`config.mk`:
```
export PLATFORM = sky130hd
export DESIGN_NAME = peripheral_address_decoder
export DESIGN_NICKNAME = d
export VERILOG_FILES = /design/src/inc/addr_decode_pkg.sv /design/src/inc/port_access_if.sv /design/src/design/peripheral_address_decoder.sv /design/src/design/port_arbiter.sv
export VERILOG_INCLUDE_DIRS = /design/src /design/src/inc
export SDC_FILE = /design/constraint.sdc
export NUM_CORES = 2
export LEC_CHECK = 0
export ABC_AREA = 0
export BUFFER_PORTS_ARGS = -buffer_cell sky130_fd_sc_hd__buf_2
export CAP_MARGIN = 20
export CORE_AREA = 5 5 352 354
export CTS_BUF_LIST = sky130_fd_sc_hd__clkbuf_4 sky130_fd_sc_hd__clkbuf_8
export CTS_CLUSTER_SIZE = 14
export DETAILED_ROUTE_END_ITERATION = 10
export DIE_AREA = 0 0 357 359
export PLACE_DENSITY = 0.52
export SYNTH_ARGS = -nofsm -noshare
export SYNTH_HDL_FRONTEND = slang
export SYNTH_SLANG_ARGS = --single-unit
```
`constraint.sdc`:
```
create_clock -name mclk_i -period 5.9 [get_ports mclk_i]
set_input_delay 0.59 -clock mclk_i [delete_from_list [all_inputs] [get_ports mclk_i]]
set_output_delay 0.59 -clock mclk_i [all_outputs]
set_load 0.1 [all_outputs]
```
`src/inc/addr_decode_defines.svh`:
```
// Purpose: Address map constants for the peripheral address decoder
// Assumes: 32-bit byte addresses
// Notes: Slot size is 16 kB in both peripheral windows
`ifndef ADDR_DECODE_DEFINES_SVH
`define ADDR_DECODE_DEFINES_SVH

`define HS_WIN_BASE 32'h5000_0000
`define HS_WIN_END 32'h5020_0000
`define HS_SLOT_COUNT 128
`define LS_WIN_BASE 32'h4000_0000
`define LS_WIN_END 32'h4008_0000
`define LS_SLOT_COUNT 64
`define LS_SLOT_USED 32
`define SLOT_OFFSET_BITS 14
`define HS_SLOT_MSB 20
`define LS_SLOT_MSB 19
`define HS_SLOT_ETHERNET 7'h00
`define HS_SLOT_DMA 7'h01
`define HS_SLOT_USB 7'h03
`define HS_SLOT_LIVE_MASK 128'h0000_0000_0000_0000_0000_0000_0000_000B
`define LS_SLOT_LIVE_MASK 64'h0000_0000_0087_FF5F
`define MAIN_RAM_BASE 32'h1000_0000
`define MAIN_RAM_SIZE 32'h0000_8000
`define AUX_RAM0_BASE 32'h2007_C000
`define AUX_RAM1_BASE 32'h2008_0000
`define AUX_RAM_SIZE 32'h0000_4000
`define VECTOR_AREA_SIZE 32'h0000_0200
`define VECTOR_REMAP_BASE 32'h1000_0000
`define PROT_REGIONS 8
`define PROT_SUBREGIONS 8

`endif

```
`src/inc/addr_decode_pkg.sv`:
```
// Purpose: Types for the peripheral address decoder
// Assumes: Included after the defines header
// Notes: None
`default_nettype none
package addr_decode_pkg;
    typedef enum {
        TGT_NONE,
        TGT_MAIN_RAM,
        TGT_AUX_RAM,
        TGT_HS_PERIPH,
        TGT_LS_PERIPH,
        TGT_OTHER
    } target_t;

    typedef struct packed {
        logic [31:0] base;
        logic [4:0] size_log2;
        logic [7:0] sub_disable;
        logic enable;
        logic write_ok;
        logic unpriv_ok;
    } prot_region_t;
endpackage
`default_nettype wire

```
`src/inc/port_access_if.sv`:
```
// Purpose: One master's access request toward the decoder's port router
// Assumes: Single clock
// Notes: Grant is combinational
`default_nettype none
interface port_access_if;
    logic req;
    logic [2:0] port;
    logic grant;
    modport master (output req, output port, input grant);
    modport arbiter (input req, input port, output grant);
endinterface
`default_nettype wire

```
`src/design/peripheral_address_decoder.sv`:
```
// Purpose: Address decoder of the bus matrix for two masters
// Assumes: Requests held until ready; addresses synchronous to mclk_i
// Notes: Registered answer one cycle after grant
// Functional notes
// - Fast window 0x5000_0000 to 0x5020_0000, 128 slots.
// - Slow window 0x4000_0000 to 0x4008_0000, 32 slots.
// - Every slot spans 16 kB; index from bits above 14-bit offset.
// - Fast slots: 0 ethernet, 1 dma, 3 usb, rest reserved.
// - Slow slots 0..13 except 5 and 7: watchdog, timers, serial, pwm, spi, rtc, pins, ssp, adc.
// - Slow slots 14..18 can, 23 second i2c, others reserved.
// - Different slave ports serve masters in parallel; same port serialises.
// - Main RAM on own port; two aux RAMs on separate port.
// - Vector area redirectable to alternate region under remap control.
// - Protection fault outside enabled regions or when not permitted; 8x8.
`include "addr_decode_defines.svh"
`default_nettype none
module peripheral_address_decoder
    import addr_decode_pkg::*;
(
    input wire logic mclk_i,
    input wire logic rst_n_i,
    input wire logic remap_en_i,
    input wire logic prot_en_i,
    input wire prot_region_t [7:0] prot_regions_i,
    input wire logic [1:0] req_i,
    input wire logic [63:0] addr_i,
    input wire logic [1:0] write_i,
    input wire logic [1:0] priv_i,
    output logic [1:0] ready_o,
    output logic [1:0] error_o,
    output logic [1:0] prot_fault_o,
    output logic [63:0] eff_addr_o,
    output logic [255:0] hs_sel_o,
    output logic [127:0] ls_sel_o,
    output logic [1:0] main_ram_sel_o,
    output logic [1:0] aux_ram_sel_o
);
    typedef struct packed {
        logic [1:0] done;
        logic [1:0] err;
        logic [1:0] fault;
        logic [63:0] eff;
        logic [255:0] hs_sel;
        logic [127:0] ls_sel;
        logic [1:0] main_sel;
        logic [1:0] aux_sel;
    } dec_state_t;

    localparam logic [127:0] HS_LIVE = `HS_SLOT_LIVE_MASK;
    localparam logic [63:0] LS_LIVE = `LS_SLOT_LIVE_MASK;
    dec_state_t st_r;
    dec_state_t st_nxt;
    port_access_if acc [2] ();
    logic [1:0] grant;
    logic [31:0] eff_w [2];
    target_t tgt_w [2];
    logic live_w [2];
    logic fault_w [2];

    function automatic target_t classify(input logic [31:0] a);
        target_t t;
        t = TGT_OTHER;
        if (a >= `HS_WIN_BASE && a < `HS_WIN_END) begin
            t = TGT_HS_PERIPH;
        end else if (a >= `LS_WIN_BASE && a < `LS_WIN_END) begin
            t = TGT_LS_PERIPH;
        end else if (a >= `MAIN_RAM_BASE && a < `MAIN_RAM_BASE + `MAIN_RAM_SIZE) begin
            t = TGT_MAIN_RAM;
        end else if (a >= `AUX_RAM0_BASE && a < `AUX_RAM1_BASE + `AUX_RAM_SIZE) begin
            t = TGT_AUX_RAM;
        end
        return t;
    endfunction

    function automatic logic [2:0] port_of(input target_t t);
        logic [2:0] p;
        case (t)
            TGT_MAIN_RAM: p = 3'h1;
            TGT_AUX_RAM: p = 3'h2;
            TGT_HS_PERIPH: p = 3'h3;
            TGT_LS_PERIPH: p = 3'h4;
            TGT_OTHER: p = 3'h5;
            default: p = 3'h0;
        endcase
        return p;
    endfunction

    function automatic logic prot_ok(input logic [31:0] a, input logic wr, input logic pv);
        logic hit;
        logic [31:0] mask;
        logic [2:0] sub;
        hit = 1'b0;
        for (int i = 0; i < `PROT_REGIONS; i++) begin
            mask = 32'hFFFF_FFFF << prot_regions_i[i].size_log2;
            sub = 3'((a & ~mask) >> (prot_regions_i[i].size_log2 - 5'h03));
            if (prot_regions_i[i].enable && ((a & mask) == (prot_regions_i[i].base & mask))
                && !prot_regions_i[i].sub_disable[sub]) begin
                // Higher region wins on overlap
                hit = (!wr || prot_regions_i[i].write_ok) && (pv || prot_regions_i[i].unpriv_ok);
            end
        end
        return hit;
    endfunction

    generate
        for (genvar m = 0; m < 2; m++) begin : g_master
            always_comb begin
                eff_w[m] = addr_i[32*m +: 32];
                if (remap_en_i && addr_i[32*m +: 32] < `VECTOR_AREA_SIZE) begin
                    eff_w[m] = addr_i[32*m +: 32] + `VECTOR_REMAP_BASE;
                end
                tgt_w[m] = classify(eff_w[m]);
                live_w[m] = 1'b1;
                if (tgt_w[m] == TGT_HS_PERIPH) begin
                    live_w[m] = HS_LIVE[eff_w[m][`HS_SLOT_MSB:`SLOT_OFFSET_BITS]];
                end else if (tgt_w[m] == TGT_LS_PERIPH) begin
                    live_w[m] = LS_LIVE[eff_w[m][`LS_SLOT_MSB-1:`SLOT_OFFSET_BITS]];
                end
                fault_w[m] = prot_en_i && !prot_ok(eff_w[m], write_i[m], priv_i[m]);
            end
            assign acc[m].req = req_i[m] && !st_r.done[m];
            assign acc[m].port = port_of(tgt_w[m]);
            assign grant[m] = acc[m].grant;
        end
    endgenerate

    port_arbiter u_arb (
        .mclk_i(mclk_i),
        .rst_n_i(rst_n_i),
        .m0(acc[0]),
        .m1(acc[1])
    );

    always_comb begin
        st_nxt = st_r;
        st_nxt.done = '0;
        for (int m = 0; m < 2; m++) begin
            st_nxt.hs_sel[128*m +: 128] = '0;
            st_nxt.ls_sel[64*m +: 64] = '0;
            st_nxt.main_sel[m] = 1'b0;
            st_nxt.aux_sel[m] = 1'b0;
            if (grant[m]) begin
                st_nxt.done[m] = 1'b1;
                st_nxt.eff[32*m +: 32] = eff_w[m];
                st_nxt.fault[m] = fault_w[m];
                st_nxt.err[m] = fault_w[m] || !live_w[m];
                if (!fault_w[m] && live_w[m]) begin
                    case (tgt_w[m])
                        TGT_HS_PERIPH: begin
                            // One-hot slot select, 16 kB granules
                            st_nxt.hs_sel[128*m + 32'(eff_w[m][`HS_SLOT_MSB:`SLOT_OFFSET_BITS])] = 1'b1;
                        end
                        TGT_LS_PERIPH: begin
                            st_nxt.ls_sel[64*m + 32'(eff_w[m][`LS_SLOT_MSB:`SLOT_OFFSET_BITS])] = 1'b1;
                        end
                        TGT_MAIN_RAM: begin
                            st_nxt.main_sel[m] = 1'b1;
                        end
                        TGT_AUX_RAM: begin
                            st_nxt.aux_sel[m] = 1'b1;
                        end
                        default: begin
                            st_nxt.err[m] = st_nxt.err[m];
                        end
                    endcase
                end
            end else begin
                st_nxt.err[m] = 1'b0;
                st_nxt.fault[m] = 1'b0;
            end
        end
    end

    always_ff @(posedge mclk_i) begin
        if (!rst_n_i) begin
            st_r <= '0;
        end else begin
            st_r <= st_nxt;
        end
    end

    assign ready_o = st_r.done;
    assign error_o = st_r.err;
    assign prot_fault_o = st_r.fault;
    assign eff_addr_o = st_r.eff;
    assign hs_sel_o = st_r.hs_sel;
    assign ls_sel_o = st_r.ls_sel;
    assign main_ram_sel_o = st_r.main_sel;
    assign aux_ram_sel_o = st_r.aux_sel;
endmodule
`default_nettype wire

```
`src/design/port_arbiter.sv`:
```
// Purpose: Per slave port round-robin grant among masters
// Assumes: Request held until granted
// Notes: Masters on different ports are granted together
`default_nettype none
module port_arbiter
    import addr_decode_pkg::*;
(
    input wire logic mclk_i,
    input wire logic rst_n_i,
    port_access_if.arbiter m0,
    port_access_if.arbiter m1
);
    typedef struct packed {
        logic [7:0] last_m1;
    } arb_state_t;

    arb_state_t st_r;
    arb_state_t st_nxt;

    always_comb begin
        st_nxt = st_r;
        m0.grant = 1'b0;
        m1.grant = 1'b0;
        if (m0.req && m1.req && m0.port == m1.port) begin
            // Same port: serialise, alternate winners
            if (st_r.last_m1[m0.port]) begin
                m0.grant = 1'b1;
            end else begin
                m1.grant = 1'b1;
            end
            st_nxt.last_m1[m0.port] = ~st_r.last_m1[m0.port];
        end else begin
            // Different ports run in parallel
            m0.grant = m0.req;
            m1.grant = m1.req;
        end
    end

    always_ff @(posedge mclk_i) begin
        if (!rst_n_i) begin
            st_r <= '0;
        end else begin
            st_r <= st_nxt;
        end
    end
endmodule
`default_nettype wire

```
Word-level counts from Yosys, hierarchy flattened
Memories as Yosys holds them, arrays and structs flattened.
Cells that the tools add are included.

storage, ports and cells
  register bits after elaboration = 466
  bits in read-only memories = 320
  output and inout bits = 458
  logic and storage cells = 424
  memories = 4

memory list
  name             depth  bits a word  rd ports  clocked after memory_dff  wr ports  line                               source
  (no name shown)  128    1            1         0                         0         peripheral_address_decoder.sv:115  live_w[m] = HS_LIVE[eff_w[m][`HS_SLOT_MSB:`SLOT_OFFSET_BITS]];
  (no name shown)  128    1            1         0                         0         peripheral_address_decoder.sv:115
  (no name shown)  32     1            1         0                         0         peripheral_address_decoder.sv:117  live_w[m] = LS_LIVE[eff_w[m][`LS_SLOT_MSB-1:`SLOT_OFFSET_BITS]];
  (no name shown)  32     1            1         0                         0         peripheral_address_decoder.sv:117

operators by class
  add/subtract/negate cells = 12
  magnitude comparators = 48
  equality and inequality tests = 31
  shifts and indexed selects = 24
  multiplexer cells = 99
  bitwise logic cells = 53
  reduce and logical (&&, ||, !) cells = 137

operators by type and width
  kind                      number
  $and A32 B32 Y32          40
  $mux W257                 2
  $eq A32 B32 Y1            16
  $mux W128                 4
  $mux W256                 2
  $shr A32 B5 Y3            16
  $not A32 Y32              8
  $or A128 B256 Y256        1
  $shl A32 B5 Y32 const A   8
  $eq A32 B3 Y1 const B     6
  $eq A32 B2 Y1 const B     4
  $ge A32 B31 Y1 const B    4
  $lt A32 B31 Y1 const B    4
  $or A1 B128 Y128 const A  1
  $or A128 B64 Y128         1
  $or A64 B128 Y128         1
  $logic_and A1 B1 Y1       71
  $lt A3 B4 Y1 const B      17
  $add A32 B29 Y32 const B  2
  $eq A32 B1 Y1 const B     2
  $eq A32 B4 Y1 const B     2
  $ge A32 B29 Y1 const B    2
  $ge A32 B30 Y1 const B    2
  $lt A32 B10 Y1 const B    2
  other kinds (33)          186

Longest topological paths before layout
  word-level depth = 27
  depth in mapped cells = 21

Hierarchy
From an unflattened synthesis, not the netlist that was laid out.

second synthesis, totals
  cells, all modules = 5191
  area, all modules = 40293.6 um^2

by module, submodules not included
  module                      instances  cells an instance  area each (um^2)  sequential area each (um^2)
  peripheral_address_decoder  1          5125               39631.8           9168.8
  port_arbiter                1          66                 661.9             160.2

Worst setup path after synthesis
Ideal clock, no wire load.

  path kind = input to register
  start point = input prot_regions_i[155] (netlist name)
  end point = register st_r, in the netlist ls_sel_o[76]
  setup time = 0.132 ns
  arrival = 5.197 ns
  required time = 5.768 ns
  slack = 0.572 ns
  stages on the path = 21
  path buffers = 6
  cell sequence = clkbuf_1 clkinv_1 clkbuf_1 buf_1 clkbuf_1 ha_1 clkbuf_1 or4b_2 a32o_1 o21ai_0 a221oi_1 o21a_1 a21oi_1 mux2i_1 a221oi_1 a21oi_1 a221o_1 a211oi_1 o21a_1 buf_2 nor4_1

between the ends
  longest elaborated chain between the ends = 18

RTL lines
  what                           line                               source
  start, declared                peripheral_address_decoder.sv:24   input wire prot_region_t [7:0] prot_regions_i,
  $shl A32 B5 Y32                peripheral_address_decoder.sv:94   mask = 32'hFFFF_FFFF << prot_regions_i[i].size_log2;
  $not A32 Y32                   peripheral_address_decoder.sv:95   sub = 3'((a & ~mask) >> (prot_regions_i[i].size_log2 - 5'h03));
  $and A32 B32 Y32               peripheral_address_decoder.sv:95
  $shr A32 B5 Y3                 peripheral_address_decoder.sv:95
  $bmux W1 S3                    peripheral_address_decoder.sv:97   && !prot_regions_i[i].sub_disable[sub]) begin
  $mux W1 (not written as such)  peripheral_address_decoder.sv:97
  $logic_not A1 Y1               peripheral_address_decoder.sv:97
  $logic_and A1 B1 Y1 *          peripheral_address_decoder.sv:97
  $mux W1 * (5 in series)        peripheral_address_decoder.sv:96   if (prot_regions_i[i].enable && ((a & mask) == (prot_regions_i[i].base & mask))
  $logic_not A1 Y1 *             peripheral_address_decoder.sv:119  fault_w[m] = prot_en_i && !prot_ok(eff_w[m], write_i[m], priv_i[m]);
  $logic_and A1 B1 Y1 *          peripheral_address_decoder.sv:119
  $logic_not A1 Y1 *             peripheral_address_decoder.sv:147  if (!fault_w[m] && live_w[m]) begin
  $logic_and A1 B1 Y1 *          peripheral_address_decoder.sv:147
  $reduce_and A4 Y1 (no line) *  --
  end signal, assigned           peripheral_address_decoder.sv:178  st_r <= st_nxt;
  end, declared                  peripheral_address_decoder.sv:51   dec_state_t st_r;

Every way passes the cells marked *; elsewhere a longest branch is shown, timed or not. The select of a mux whose other input is x is not followed.
A chain may end at the register's enable or synchronous reset.

Final worst setup path
  start point = input addr_i[28]
  end point = register st_r, in the netlist ls_sel_o[6]

between the ends
  longest elaborated chain between the ends = 27

RTL lines
  what                                                     line                               source
  start, declared                                          peripheral_address_decoder.sv:26   input wire logic [63:0] addr_i,
  $lt A32 B10 Y1 (no line)                                 --
  $logic_and A1 B1 Y1 (no line)                            --
  $mux W32 *                                               peripheral_address_decoder.sv:109  if (remap_en_i && addr_i[32*m +: 32] < `VECTOR_AREA_SIZE) begin
  branches (longest 23 deep; another with $ge A32 B30 Y1)  --
  $mux W257 *                                              peripheral_address_decoder.sv:142  if (grant[m]) begin

Mark *: on every way between the ends. The select of a mux whose other input is x is not followed.

==> impl_metrics.tcl <==
set metrics [dict create \
    min_period_ps 5550 \
    max_freq_mhz 180 \
    final_nets 6800 \
    layout-drive-gt1-share 0.257 \
    hold_buffers 0 \
    peakVddDrop_mv 0.244 \
    dieArea_um2 128000 \
    postCtsSetupBuffers 0 \
    grt_pass1_wl_um 389000 \
    status "finished, final reports clean" \
    postSynthCellCount 5094 \
    yosys.area.top_type "dfxtp_1" \
    hold_viol 0 \
    die_height_um 359 \
    cts_buffers 59 \
    yosysSeqAreaShare 0.236 \
    post-dp-hpwl_um 221000 \
    wl_per_cell_um 36.2 \
    cts.sinks 463 \
    finalCritPeriodShare 0.940 \
    io_buffers 915 \
    crit_arrival_ps 6050 \
    maxCapViolations 0 \
    grt_antenna_before_repair 38 \
    fillers 12800 \
    path_class "input pin to flip-flop" \
    instances_no_fill 8000 \
    synth_cell_types 106 \
    start_util 0.326 \
    wl_met1_um 113000 \
    synth_top_area_share 0.236 \
    fin_skew_ps 48.7 \
    synth_edf_count 0 \
    ctsResizeCount 0 \
    gp_congestion 1.05 \
    drt_iter0_drc 7382 \
    power_leakage_nw 20.7 \
    cp-end-kind "flip-flop" \
    max_slew_margin 0.241 \
    rows 128 \
    fin_area_um2 50000 \
    rsz0062_at_grt "no" \
    dr.pass1.iters 8 \
    place_inst 7866 \
    drtAntennaViolNets 0 \
    grt_max_degree 79 \
    finalSetupTns_ps 0 \
    tightest_slew_ps 1130 \
    power_density_nw_per_um2 231 \
    synthesis.area_um2 39300 \
    wirelength_um 290000 \
    drcViolationCount 0 \
    routed_via_density 6.35 \
    setup_viol 0 \
    grt_util_all_layers 0.426 \
    crit_required_ps 6400 \
    num_io_pins 916 \
    start_kind "input pin" \
    num_vias 50800 \
    wl_met3_um 40500 \
    syn2layout_area_growth_pct 27.1 \
    fp.dieW_um 357 \
    most-common-layout-cells "buf_2 (915), dfxtp_1 (463), buf_4 (404)" \
    ys_warn_count 0 \
    path_max_fanout 23 \
    dpl_cell_area_um2 48600 \
    synth_area_per_cell_um2 7.72 \
    clk_pin_slew_worst_paths_ps 70 \
    htreeDepth 2 \
    grt_pass1_vias 47200 \
    clock-root-buffer "clkbuf_8" \
    routed-wl-met2_um 117000 \
    ys_ff_latch 463 \
    clockBufferDepth 3 \
    grt_overflow_total 0 \
    core_area_um2 121000 \
    ys_top_cells_by_area "dfxtp_1 (24%), xnor2_1 (8.3%), o21ai_0 (4.3%)" \
    clock_latency_ps 670 \
    highest_layer "met5" \
    final_common_cell "buf_2" \
    synthFlopType "dfxtp_1" \
    async_reset_ff_frac 0 \
    hold_path_class "input pin to flip-flop" \
    slew_viol_final 0 \
    cts_tree "built" \
]
[critical path: stages]
cell      delay, ps
buf_2           180
inv_1           110
ha_1            190
nor4bb_1        610
nand2_1         160
nor3_2          340
buf_4           250
or2_2           280
buf_4           250
nand4_1         110
a32oi_1         380
o211ai_1        270
mux4_2          400
a22oi_1         360
o211ai_1        310
a21oi_1         470
o21ba_2         590
nor4_1          140
[registers in the layout, summed over array words and instances (netlist names), 5 cells and up]
register	count
hs_sel_o	256
ls_sel_o	128
eff_addr_o	64
u_arb.st_r	5
[metal layers]
layer,GRT usage,vias up
met4,0.224,28
li1,-,21300
met1,0.554,24600
met2,0.609,4044
met5,0,-
met3,0.160,856
[path summary, 6_finish.rpt]
kind	end	depth (start not counted)	slack (ps)	startpoint
min reg2reg	eff_addr_o[44]$_SDFFE_PN0P_	2	490	eff_addr_o[44]$_SDFFE_PN0P_
max	ls_sel_o[6]$_SDFF_PN0_	18	350	addr_i[28]
min	error_o[0]$_SDFF_PN0_	3	430	rst_n_i
max reg2reg	eff_addr_o[47]$_SDFFE_PN0P_	6	3360	ready_o[1]$_SDFF_PN0_
[logic make-up after synthesis]
logic type / Yosys count / synth area share
other: 1 / 0.0000953
AND/OR/NAND/NOR: 1585 / 0.209
buffers and inverters: 646 / 0.0647
flip-flops: 463 / 0.236
multiplexers: 226 / 0.0762
adder cells (fa/ha/maj): 41 / 0.0129
XOR/XNOR: 520 / 0.116
AO/OA/AOI/OAI: 1612 / 0.286
[synth_stat cells (all sizes together) (53+ instances only)]
library cell	count
o211ai	145
nand2	350
nor2b	54
o22ai	62
nor3	143
mux2i	142
a211oi	61
inv	105
mux4	56
nor2	319
dfxtp	463
buf	151
o21ai	338
xor2	148
a31oi	100
clkbuf	379
nand2b	53
xnor2	372
a21oi	264
nand3	234
nor4	73
nand4	74
[final cells by class]
cell class                 count  area (um2)  share of cell area
sequential                   463        9270               0.185
clock buffer                  94        1200              0.0240
multi-input combinational   4326       28800               0.577
clock inverter                15         154             0.00308
tap                         1625        2030              0.0407
inverter                     116         435             0.00871
timing repair buffer        1338        7980               0.160
antenna                       23        57.6             0.00115
[stage by stage]
| step | hold slack (ps) | worst slack, ps | utilization | power [W] |
|---|---|---|---|---|
| 2_1_floorplan | 464 | 572 | - | 0.00681 |
| 3_3_place_gp | 473 | -209 | 0.402 | 0.00884 |
| 3_5_place_dp | 477 | -175 | 0.402 | 0.00879 |
| 4_1_cts | 381 | 491 | 0.413 | 0.0114 |
| 5_1_grt | 416 | 269 | 0.414 | 0.0119 |
| 6_report | 434 | 353 | 0.414 | 0.0116 |
[report_power, final]
group | total (W) | internal (W) | switching, W
clock | 0.00261 | 0.00139 | 0.00122
sequential | 0.00332 | 0.00328 | 0.0000424
combinational | 0.00563 | 0.00153 | 0.00410
Power figures use the tool's default switching activity.
